## src/adcpr_pkg.sv

```systemverilog
package adcpr_pkg;
  localparam int ADCPR_ADDR_W = 8;
  localparam int ADCPR_DATA_W = 8;
  localparam int ADCPR_NUM_CH = 2;
  localparam int ADCPR_FIELD_W = 3;

  // Register offsets.
  localparam logic [7:0] OFF_CHAN_SEL = 8'h05;
  localparam logic [7:0] OFF_POWER = 8'h08;
  localparam logic [7:0] OFF_CLK_GLOBAL = 8'h09;
  localparam logic [7:0] OFF_PLL_STATUS = 8'h0A;
  localparam logic [7:0] OFF_CLK_DIV = 8'h0B;
  localparam logic [7:0] OFF_TRANSFER = 8'hFF;

  // Reset values.
  localparam logic [7:0] RST_CHAN_SEL = 8'h03;
  localparam logic [7:0] RST_POWER = 8'h00;
  localparam logic [7:0] RST_CLK_GLOBAL = 8'h01;
  localparam logic [7:0] RST_PLL_STATUS = 8'h00;
  localparam logic [7:0] RST_CLK_DIV = 8'h00;
  localparam logic [7:0] RST_TRANSFER = 8'h00;

  // Implemented bits of each register; all others read as zero.
  localparam logic [7:0] MASK_CHAN_SEL = 8'h03;
  localparam logic [7:0] MASK_POWER = 8'h23;
  localparam logic [7:0] MASK_CLK_GLOBAL = 8'h01;
  localparam logic [7:0] MASK_CLK_DIV = 8'h3F;

  // Field positions.
  localparam int POS_TRANSFER = 0;
  localparam int POS_PMODE = 0;
  localparam int POS_PIN_FUNC = 5;
  localparam int POS_DUTY = 0;
  localparam int POS_LOCK = 7;
  localparam int POS_DIV = 0;
  localparam int POS_PHASE = 3;

  // Internal power mode codes.
  localparam logic [1:0] PM_NORMAL = 2'h0;
  localparam logic [1:0] PM_POWER_DOWN = 2'h1;
  localparam logic [1:0] PM_STANDBY = 2'h2;
endpackage

```

## src/adcpr_chan_regs.sv

```systemverilog
`timescale 1ns/1ps
module adcpr_chan_regs (
  // Clock and reset
  input wire logic clock_in,
  input wire logic resetn_in,
  // Register access
  input wire logic write_in,
  input wire logic [adcpr_pkg::ADCPR_DATA_W-1:0] wdata_in,
  input wire logic transfer_in,
  // Stored copies
  output logic [adcpr_pkg::ADCPR_DATA_W-1:0] shadow_out,
  output logic [adcpr_pkg::ADCPR_DATA_W-1:0] active_out
);
  import adcpr_pkg::*;

  logic [ADCPR_DATA_W-1:0] shadow_reg;
  logic [ADCPR_DATA_W-1:0] active_reg;

  always_ff @(posedge clock_in or negedge resetn_in) begin
    if (!resetn_in) begin
      shadow_reg <= RST_POWER;
    end else if (write_in) begin
      shadow_reg <= wdata_in & MASK_POWER;
    end
  end

  // The active copy only moves on a transfer, so mode changes land together.
  always_ff @(posedge clock_in or negedge resetn_in) begin
    if (!resetn_in) begin
      active_reg <= RST_POWER;
    end else if (transfer_in) begin
      active_reg <= shadow_reg;
    end
  end

  assign shadow_out = shadow_reg;
  assign active_out = active_reg;
endmodule

```

## src/adcpr_clk_div.sv

```systemverilog
`timescale 1ns/1ps
module adcpr_clk_div #(
  parameter int FIELD_W = adcpr_pkg::ADCPR_FIELD_W
) (
  // Clock and reset
  input wire logic clock_in,
  input wire logic resetn_in,
  // Settings
  input wire logic [FIELD_W-1:0] div_code_in,
  input wire logic [FIELD_W-1:0] phase_code_in,
  // Divided clock tick
  output logic tick_out
);
  localparam int TAPS = (1 << FIELD_W) - 1;

  logic [FIELD_W-1:0] count_reg;
  logic [TAPS-1:0] delay_reg;
  logic tick_reg;
  logic base_tick;

  assign base_tick = (count_reg == '0);

  // Comparing with >= lets a smaller ratio take hold without a long wrap.
  always_ff @(posedge clock_in or negedge resetn_in) begin
    if (!resetn_in) begin
      count_reg <= '0;
    end else if (count_reg >= div_code_in) begin
      count_reg <= '0;
    end else begin
      count_reg <= count_reg + 1'b1;
    end
  end

  always_ff @(posedge clock_in or negedge resetn_in) begin
    if (!resetn_in) begin
      delay_reg <= '0;
    end else begin
      delay_reg <= {delay_reg[TAPS-2:0], base_tick};
    end
  end

  always_ff @(posedge clock_in or negedge resetn_in) begin
    if (!resetn_in) begin
      tick_reg <= 1'b0;
    end else if (phase_code_in == '0) begin
      tick_reg <= base_tick;
    end else begin
      tick_reg <= delay_reg[phase_code_in - 1'b1];
    end
  end

  assign tick_out = tick_reg;
endmodule

```

## src/adcpr_regs.sv

```systemverilog
// How it works
// Channel select holds A in bit 0, B in bit 1; reset selects both.
// With both selected, reads return channel A and writes update both channels.
// Writing transfer bit 0 copies all shadow registers into active ones together.
// Shadowed writes stay inert until transfer; the transfer bit then clears itself.
// Per-channel power mode: 00 normal, 01 power-down, 10 standby, 11 reserved.
// Per-channel pin function bit: 0 pin powers down, 1 pin gives standby.
// Global clock bit 0 enables the duty corrector; it is set after reset.
// PLL status shows lock in bit 7, ignores writes, reads zero after reset.
// Three-bit divide code divides the input clock by code plus one.
// Three-bit phase code delays the divided clock by that many cycles.
// Any nonzero divide code forces the duty corrector on.
// Open bits read as zero and ignore written values.
`timescale 1ns/1ps
module adcpr_regs (
  // Clock and reset
  input wire logic clock_in,
  input wire logic resetn_in,
  // Register port from the serial control port
  input wire logic [adcpr_pkg::ADCPR_ADDR_W-1:0] reg_addr_in,
  input wire logic [adcpr_pkg::ADCPR_DATA_W-1:0] reg_wdata_in,
  input wire logic reg_write_in,
  input wire logic reg_read_in,
  output logic [adcpr_pkg::ADCPR_DATA_W-1:0] reg_rdata_out,
  output logic reg_rvalid_out,
  // Device status and pins
  input wire logic pll_locked_in,
  input wire logic power_down_pin_in,
  // Active settings
  output logic [1:0] chan_a_power_state_out,
  output logic [1:0] chan_b_power_state_out,
  output logic clock_duty_corrector_on_out,
  output logic [adcpr_pkg::ADCPR_FIELD_W-1:0] clock_div_code_out,
  output logic [adcpr_pkg::ADCPR_FIELD_W-1:0] clock_phase_code_out,
  output logic divided_clock_tick_out
);
  import adcpr_pkg::*;

  logic [ADCPR_DATA_W-1:0] chan_sel_reg;
  logic [ADCPR_DATA_W-1:0] clk_global_shadow_reg;
  logic [ADCPR_DATA_W-1:0] clk_global_active_reg;
  logic [ADCPR_DATA_W-1:0] clk_div_shadow_reg;
  logic [ADCPR_DATA_W-1:0] clk_div_active_reg;
  logic [ADCPR_DATA_W-1:0] pll_status_reg;
  logic transfer_reg;
  logic [ADCPR_DATA_W-1:0] rdata_reg;
  logic [ADCPR_DATA_W-1:0] rdata_next;
  logic rvalid_reg;
  logic [1:0] power_state_reg [ADCPR_NUM_CH];
  logic duty_on_reg;
  logic [ADCPR_DATA_W-1:0] power_shadow [ADCPR_NUM_CH];
  logic [ADCPR_DATA_W-1:0] power_active [ADCPR_NUM_CH];
  logic wr_chan_sel;
  logic wr_power;
  logic wr_clk_global;
  logic wr_clk_div;
  logic wr_transfer;

  assign wr_chan_sel = reg_write_in && (reg_addr_in == OFF_CHAN_SEL);
  assign wr_power = reg_write_in && (reg_addr_in == OFF_POWER);
  assign wr_clk_global = reg_write_in && (reg_addr_in == OFF_CLK_GLOBAL);
  assign wr_clk_div = reg_write_in && (reg_addr_in == OFF_CLK_DIV);
  assign wr_transfer = reg_write_in && (reg_addr_in == OFF_TRANSFER);

  // Channel select is not shadowed: it steers the very next local write.
  always_ff @(posedge clock_in or negedge resetn_in) begin
    if (!resetn_in) begin
      chan_sel_reg <= RST_CHAN_SEL;
    end else if (wr_chan_sel) begin
      chan_sel_reg <= reg_wdata_in & MASK_CHAN_SEL;
    end
  end

  // The transfer bit lives one cycle; a new write in that cycle re-arms it.
  always_ff @(posedge clock_in or negedge resetn_in) begin
    if (!resetn_in) begin
      transfer_reg <= 1'b0;
    end else if (wr_transfer && reg_wdata_in[POS_TRANSFER]) begin
      transfer_reg <= 1'b1;
    end else begin
      transfer_reg <= 1'b0;
    end
  end

  // One copy of the power register per channel, steered by channel select.
  for (genvar ch = 0; ch < ADCPR_NUM_CH; ch++) begin : g_chan
    adcpr_chan_regs u_chan (
      .clock_in(clock_in),
      .resetn_in(resetn_in),
      .write_in(wr_power && chan_sel_reg[ch]),
      .wdata_in(reg_wdata_in),
      .transfer_in(transfer_reg),
      .shadow_out(power_shadow[ch]),
      .active_out(power_active[ch])
    );

    // The pin overrides the internal mode; reserved code 11 is run as normal.
    always_ff @(posedge clock_in or negedge resetn_in) begin
      if (!resetn_in) begin
        power_state_reg[ch] <= PM_NORMAL;
      end else if (power_down_pin_in) begin
        power_state_reg[ch] <= power_active[ch][POS_PIN_FUNC] ? PM_STANDBY
                                                               : PM_POWER_DOWN;
      end else begin
        unique case (power_active[ch][POS_PMODE +: 2])
          PM_POWER_DOWN: power_state_reg[ch] <= PM_POWER_DOWN;
          PM_STANDBY: power_state_reg[ch] <= PM_STANDBY;
          default: power_state_reg[ch] <= PM_NORMAL;
        endcase
      end
    end
  end

  // Global clock and divide settings: written to shadows, moved on transfer.
  always_ff @(posedge clock_in or negedge resetn_in) begin
    if (!resetn_in) begin
      clk_global_shadow_reg <= RST_CLK_GLOBAL;
    end else if (wr_clk_global) begin
      clk_global_shadow_reg <= reg_wdata_in & MASK_CLK_GLOBAL;
    end
  end

  always_ff @(posedge clock_in or negedge resetn_in) begin
    if (!resetn_in) begin
      clk_div_shadow_reg <= RST_CLK_DIV;
    end else if (wr_clk_div) begin
      clk_div_shadow_reg <= reg_wdata_in & MASK_CLK_DIV;
    end
  end

  always_ff @(posedge clock_in or negedge resetn_in) begin
    if (!resetn_in) begin
      clk_global_active_reg <= RST_CLK_GLOBAL;
      clk_div_active_reg <= RST_CLK_DIV;
    end else if (transfer_reg) begin
      clk_global_active_reg <= clk_global_shadow_reg;
      clk_div_active_reg <= clk_div_shadow_reg;
    end
  end

  // The corrector is forced on because a divided clock loses its duty cycle.
  always_ff @(posedge clock_in or negedge resetn_in) begin
    if (!resetn_in) begin
      duty_on_reg <= RST_CLK_GLOBAL[POS_DUTY];
    end else begin
      duty_on_reg <= clk_global_active_reg[POS_DUTY]
        || (clk_div_active_reg[POS_DIV +: ADCPR_FIELD_W] != '0);
    end
  end

  // Lock is sampled every cycle; the register has no write path at all.
  always_ff @(posedge clock_in or negedge resetn_in) begin
    if (!resetn_in) begin
      pll_status_reg <= RST_PLL_STATUS;
    end else begin
      pll_status_reg <= 8'h00;
      pll_status_reg[POS_LOCK] <= pll_locked_in;
    end
  end

  adcpr_clk_div #(
    .FIELD_W(ADCPR_FIELD_W)
  ) u_div (
    .clock_in(clock_in),
    .resetn_in(resetn_in),
    .div_code_in(clk_div_active_reg[POS_DIV +: ADCPR_FIELD_W]),
    .phase_code_in(clk_div_active_reg[POS_PHASE +: ADCPR_FIELD_W]),
    .tick_out(divided_clock_tick_out)
  );

  // Reads show the pending shadow values, which is what software last wrote.
  always_comb begin
    rdata_next = 8'h00;
    unique case (reg_addr_in)
      OFF_CHAN_SEL: rdata_next = chan_sel_reg;
      OFF_POWER: begin
        if (chan_sel_reg[0] || !chan_sel_reg[1]) begin
          rdata_next = power_shadow[0];
        end else begin
          rdata_next = power_shadow[1];
        end
      end
      OFF_CLK_GLOBAL: rdata_next = clk_global_shadow_reg;
      OFF_PLL_STATUS: rdata_next = pll_status_reg;
      OFF_CLK_DIV: rdata_next = clk_div_shadow_reg;
      OFF_TRANSFER: rdata_next = {7'h00, transfer_reg};
      default: rdata_next = 8'h00;
    endcase
  end

  always_ff @(posedge clock_in or negedge resetn_in) begin
    if (!resetn_in) begin
      rdata_reg <= 8'h00;
      rvalid_reg <= 1'b0;
    end else begin
      rvalid_reg <= reg_read_in;
      if (reg_read_in) begin
        rdata_reg <= rdata_next;
      end
    end
  end

  assign reg_rdata_out = rdata_reg;
  assign reg_rvalid_out = rvalid_reg;
  assign chan_a_power_state_out = power_state_reg[0];
  assign chan_b_power_state_out = power_state_reg[1];
  assign clock_duty_corrector_on_out = duty_on_reg;
  assign clock_div_code_out = clk_div_active_reg[POS_DIV +: ADCPR_FIELD_W];
  assign clock_phase_code_out = clk_div_active_reg[POS_PHASE +: ADCPR_FIELD_W];
endmodule

```

## config.mk

```make
export PLATFORM = sky130hd
export DESIGN_NAME = adcpr_regs
export DESIGN_NICKNAME = d
export VERILOG_FILES = /design/src/adcpr_pkg.sv /design/src/adcpr_chan_regs.sv /design/src/adcpr_clk_div.sv /design/src/adcpr_regs.sv
export SDC_FILE = /design/constraint.sdc
export NUM_CORES = 1
export LEC_CHECK = 0
export ABC_AREA = 0
export BUFFER_PORTS_ARGS = -buffer_cell sky130_fd_sc_hd__clkbuf_2
export CAP_MARGIN = 5
export CORE_UTILIZATION = 49
export DETAILED_ROUTE_END_ITERATION = 10
export GPL_TIMING_DRIVEN = 0
export PLACE_DENSITY = 0.82
export SYNTH_ARGS = -nofsm -noshare
export SYNTH_HDL_FRONTEND = slang
export SYNTH_SLANG_ARGS = --single-unit
export TNS_END_PERCENT = 50
```

## constraint.sdc

```tcl
create_clock -name clock_in -period 1.65 [get_ports clock_in]
set_input_delay 0.2475 -clock clock_in [delete_from_list [all_inputs] [get_ports clock_in]]
set_output_delay 0.2475 -clock clock_in [all_outputs]
set_load 0.01 [all_outputs]
```

# Word level (Yosys, flattened, before mapping)
# Index checks and enable logic that the tools add are counted.
# classes
n_mux	13
n_lt_le_gt_ge	2
n_addsub	2
n_reduce_logical	14
n_eq_ne	10
# ops
op	n
8-bit case mux with 6 select lines	1
8-bit by 4-bit equality test with 1-bit output, second input constant	4
8-bit by 3-bit equality test with 1-bit output, second input constant	1
8-bit equality test, second input constant	1
1-bit logical AND	8
2-bit 2-to-1 mux	4
2-bit case mux with 2 select lines	2
3-bit zero test	2
6-bit 2-to-1 mux	1
2-bit by 1-bit equality test with 1-bit output, second input constant	2
2-bit equality test, second input constant	2
3-bit by 4-bit less-than comparator with 1-bit output, second input constant	1
3-bit by 1-bit adder with 3-bit output, second input constant	1
1-bit binary-select mux with 3-bit select	1
3-bit greater-or-equal comparator	1
1-bit 2-to-1 mux	3
3-bit 2-to-1 mux	1
3-bit nonzero test	1
3-bit by 1-bit subtractor with 3-bit output, second input constant	1
1-bit logical OR	2
1-bit zero test	1
# word_totals
inputBits	22
ff_bits	55
out_inout_bits	21
word_cells	60

# Depth between registers and ports, before layout
# logic_depth
depth_word	4
mapped_depth	6
ltp_nobuf	6

# Cells and area by module
# Synthesis repeated with hierarchy kept, for this count alone.
# hier_totals
hier_cells	209
area_unflattened_um2	2606.2
# modules_own_cells
mod	n_inst	area_each_um2	seq_area_each_um2	cells_per_inst
adcpr_regs	1	1485.2	807.0	121
adcpr_chan_regs	2	296.5	150.1	23
adcpr_clk_div	1	528.0	275.3	42

# Least setup slack after synthesis
# OpenSTA, ideal clock, no wires.
# synth_timing
kind	register -> register
startpoint	register chan_sel_reg[1]
endpoint	register rdata_reg[0] (netlist: reg_rdata_out[0])
arrival_time_ps	1634
stages_incl_launch_ff	6
synth_period_minus_slack_ps	1770
n_path_buf	0
setup_time_ps	137
slack_ps	-120
required_time_ps	1513
path_cell_list	dfstp_2 -> nor2b_2 -> mux2_4 -> a22o_1 -> a222oi_1 -> a21oi_1
# synth_between
elab_chain_len	4
# synth_rtl
item	line	rtl
start, declared	adcpr_regs.sv:39	logic [ADCPR_DATA_W-1:0] chan_sel_reg;
start signal, assigned	adcpr_regs.sv:70	chan_sel_reg <= reg_wdata_in & MASK_CHAN_SEL;
1-bit zero test	adcpr_regs.sv:177	if (chan_sel_reg[0] || !chan_sel_reg[1]) begin
1-bit logical OR	adcpr_regs.sv:177	
6-bit 2-to-1 mux	adcpr_regs.sv:177	
8-bit case mux with 6 select lines	adcpr_regs.sv:174	unique case (reg_addr_in)
end signal, assigned	adcpr_regs.sv:198	rdata_reg <= rdata_next;
end, declared	adcpr_regs.sv:46	logic [ADCPR_DATA_W-1:0] rdata_reg;
# Every way passes these cells.
# A chain may end at the register's enable or synchronous reset.

# Worst setup path after layout
# Ends and elaborated chain as after synthesis.

==> results.sh <==
export IMPL_status="finished with violations"
export IMPL_violations="negative setup slack"
export IMPL_switching_share_pct=24.0
export IMPL_cp_start_kind="flip-flop"
export IMPL_first_pass_iters=5
export IMPL_ant_nets=0
export IMPL_p_sw_uw=541
export IMPL_clk_latency_ps=310
export IMPL_synth_distinct_cells=38
export IMPL_rsz0062_at_grt="true"
export IMPL_critPathRequiredTime_ps=1840
export IMPL_fin_nets=268
export IMPL_multiInputGateArea_um2=947
export IMPL_p_per_area_nw_per_um2=797
export IMPL_io_buffers=36
export IMPL_drive_above_1_share_pct=38.8
export IMPL_final_cell_mix="49 x dfrtp_1, 35 x clkbuf_2, 15 x mux2_2, 12 x nand2_1"
export IMPL_synth_nets=215
export IMPL_irDropWorstVdd_v=0.000525
export IMPL_antenna_found_initial=0
export IMPL_die_area_um2=5140
export IMPL_grt_max_degree=55
export IMPL_pwr_share_comb_pct=6.2
export IMPL_core_area_um2=4500
export IMPL_leakage_uw=0.00137
export IMPL_crit_path_max_incr_delay_ps=540
export IMPL_endpoint_kind="flip-flop"
export IMPL_num_io_pins=43
export IMPL_grt_total_usage_pct=18.9
export IMPL_power_share_clock_pct=33.5
export IMPL_placed_area_um2=2630
export IMPL_root_buffer="clkbuf_8"
export IMPL_arrival_ps=1960
export IMPL_start_util_pct=52.8
export IMPL_wirelength_um=4380
export IMPL_place_gp_congestion=0.809
export IMPL_crit_slowest_cell="dfstp_2"
export IMPL_yosys_register_bits=54
export IMPL_clock_skew_ps=13.0
export IMPL_clk_pin_slew_ps=110
export IMPL_place_hpwl_um=2990
export IMPL_final_common_cell="dfrtp_1"
export IMPL_clockBufferDepth=2
export IMPL_worstPathMaxFanout=2
export IMPL_syn2layout_area_growth_pct=18.8
export IMPL_die_y_um=71.7
export IMPL_crit_chain="nor2b_4 > mux2_4 > a22o_1 > a222oi_1 > a21oi_1"
export IMPL_vias=1546
export IMPL_clock_sinks=54
export IMPL_drv_cap=0
export IMPL_fmax_mhz=565
export IMPL_netlist_instances=186
export IMPL_numCtsBuffers=5
export IMPL_async_reset_ff_share_pct=100
export IMPL_viasPerCell=5.29
export IMPL_htreeDepth=2
export IMPL_n_antenna_cell=0
export IMPL_cp_num_buf_inv=0
export IMPL_post_route_min_period_ps=1770
export IMPL_wl_per_cell_um=15.0
export IMPL_hold_viol_final=0
export IMPL_p_int_uw=1710
export IMPL_setup_viol=2
export IMPL_setup_slack_ps=-119
export IMPL_crit_family="compound AO/OA/AOI/OAI gates"
export IMPL_grt_pass1_wl_um=7310
export IMPL_synth_flop_cell="dfrtp_1"
export IMPL_finalCritPeriodShare_pct=107
export IMPL_regArea_um2=1360
export IMPL_fillers=369
export IMPL_slew_viol_final=0
export IMPL_cts_tree="built"
export IMPL_p_seq_share_pct=60.3
export IMPL_grt_pass1_vias=1522
export IMPL_final_area_um2=2830
export IMPL_ys_seq_area_share_pct=57.1
export IMPL_syn_cell_area_um2=2380
export IMPL_hold_class="primary input to flip-flop"
export IMPL_path_class="flip-flop to flip-flop"
export IMPL_drt_iter0_drc=93
export IMPL_rows=24
export IMPL_synth_edf_count=0
export IMPL_drc=0
export IMPL_die_x_um=71.7
export IMPL_synth_warnings=0
export IMPL_syn_area_per_cell_um2=12.8
export IMPL_grt_overflow=0
export IMPL_tns_ps=-151
worst reg2reg max path: stages, from the launching register on:
cell and delay [ps]:
dfstp_2 540, nor2b_4 160, mux2_4 310, a22o_1 210, a222oi_1 300, a21oi_1 130
stage by stage:
stage                     std cells  setup WS (ps)  total power (µW)  hold WS, ps  utilization, %
after detailed placement        274           -148              1510          357            58.4
after CTS                       284           -126              2260         22.5            61.1
after floorplan                 186          -24.1              1440        -48.1               -
after global placement          274           -183              1510          355            58.4
after global routing            292           -161              2340         11.4            62.7
final                           292           -119              2250         28.5            62.7
per-layer routing:
layer / track usage, % / vias to the layer above / routed length (µm)
met1: 26.4 / 732 / 2090
met2: 28.3 / 53 / 2030
met3: 5.34 / 4 / 204
met4: 6.97 / 0 / 51
met5: 0 / - / 0
li1: - / 757 / -
final cells by class:
class | count | share of cell area (%)
inverters | 12 | 1.59
well taps | 52 | 2.30
multi-input cells | 112 | 33.5
plain buffers | 8 | 1.64
clock inverters | 3 | 0.930
flip-flops and latches | 54 | 48.0
clock buffers | 5 | 2.43
repair buffers | 46 | 9.56
power by group through the flow:
stage	sequential, µW	combinational [µW]	clock [µW]
after global placement	1380	122	0
after CTS	1360	130	772
after global routing	1360	153	824
after floorplan	1380	53.6	0
after detailed placement	1390	125	0
final	1360	139	755
repair_timing:
action                     4_1_cts  5_1_grt
hold buffers                     0        1
pin swaps                        2        3
setup endpoints to repair        2        5
setup buffers                    2        6
hold endpoints to repair         0       14
gates resized for setup          2        1
Yosys cell counts (all sizes together), types with 2 or more instances:
library cell | instances | share of area (%)
nand2b | 4 | 1.1
a21o | 2 | 0.63
nand2 | 12 | 1.9
o22ai | 4 | 1.1
mux2 | 28 | 14
buf | 4 | 1.3
clkbuf | 4 | 0.63
o21ai | 7 | 1.5
ha | 7 | 3.7
a31oi | 2 | 0.53
and3b | 2 | 0.74
inv | 12 | 1.9
nand4 | 7 | 3.0
mux2i | 4 | 1.7
dfstp | 5 | 5.5
nor2 | 9 | 1.4
dfrtp | 49 | 52
nand3b | 2 | 0.63
nand3 | 7 | 1.5
nor2b | 3 | 0.89
a22o | 2 | 0.74
kinds of logic after synthesis:
| kind of cell | count (synthesis) | synth area share (%) |
|---|---|---|
| xor+xnor | 1 | 0.368 |
| flops | 54 | 57.1 |
| mux | 33 | 17.0 |
| other cells | 1 | 0.158 |
| simple gates | 51 | 12.8 |
| fa+ha+maj | 7 | 3.68 |
| compound gates | 19 | 5.05 |
| buf+inv | 20 | 3.84 |
final timing paths:
| kind | from | end | slack (ps) | cells past startpoint |
|---|---|---|---|---|
| max in group asynchronous | resetn_in | clock_duty_corrector_on_out | 640 | 3 |
| max reg2reg | chan_sel_reg[1] | reg_rdata_out[0] | -120 | 5 |
| max | chan_sel_reg[1] | reg_rdata_out[0] | -120 | 5 |
| min in group asynchronous | resetn_in | pll_status_reg[7] | 400 | 2 |
| min | pll_locked_in | pll_status_reg[7] | 30 | 1 |
| min reg2reg | u_div.delay_reg[2] | u_div.delay_reg[3] | 380 | 0 |
Power figures use the tool's default switching activity.
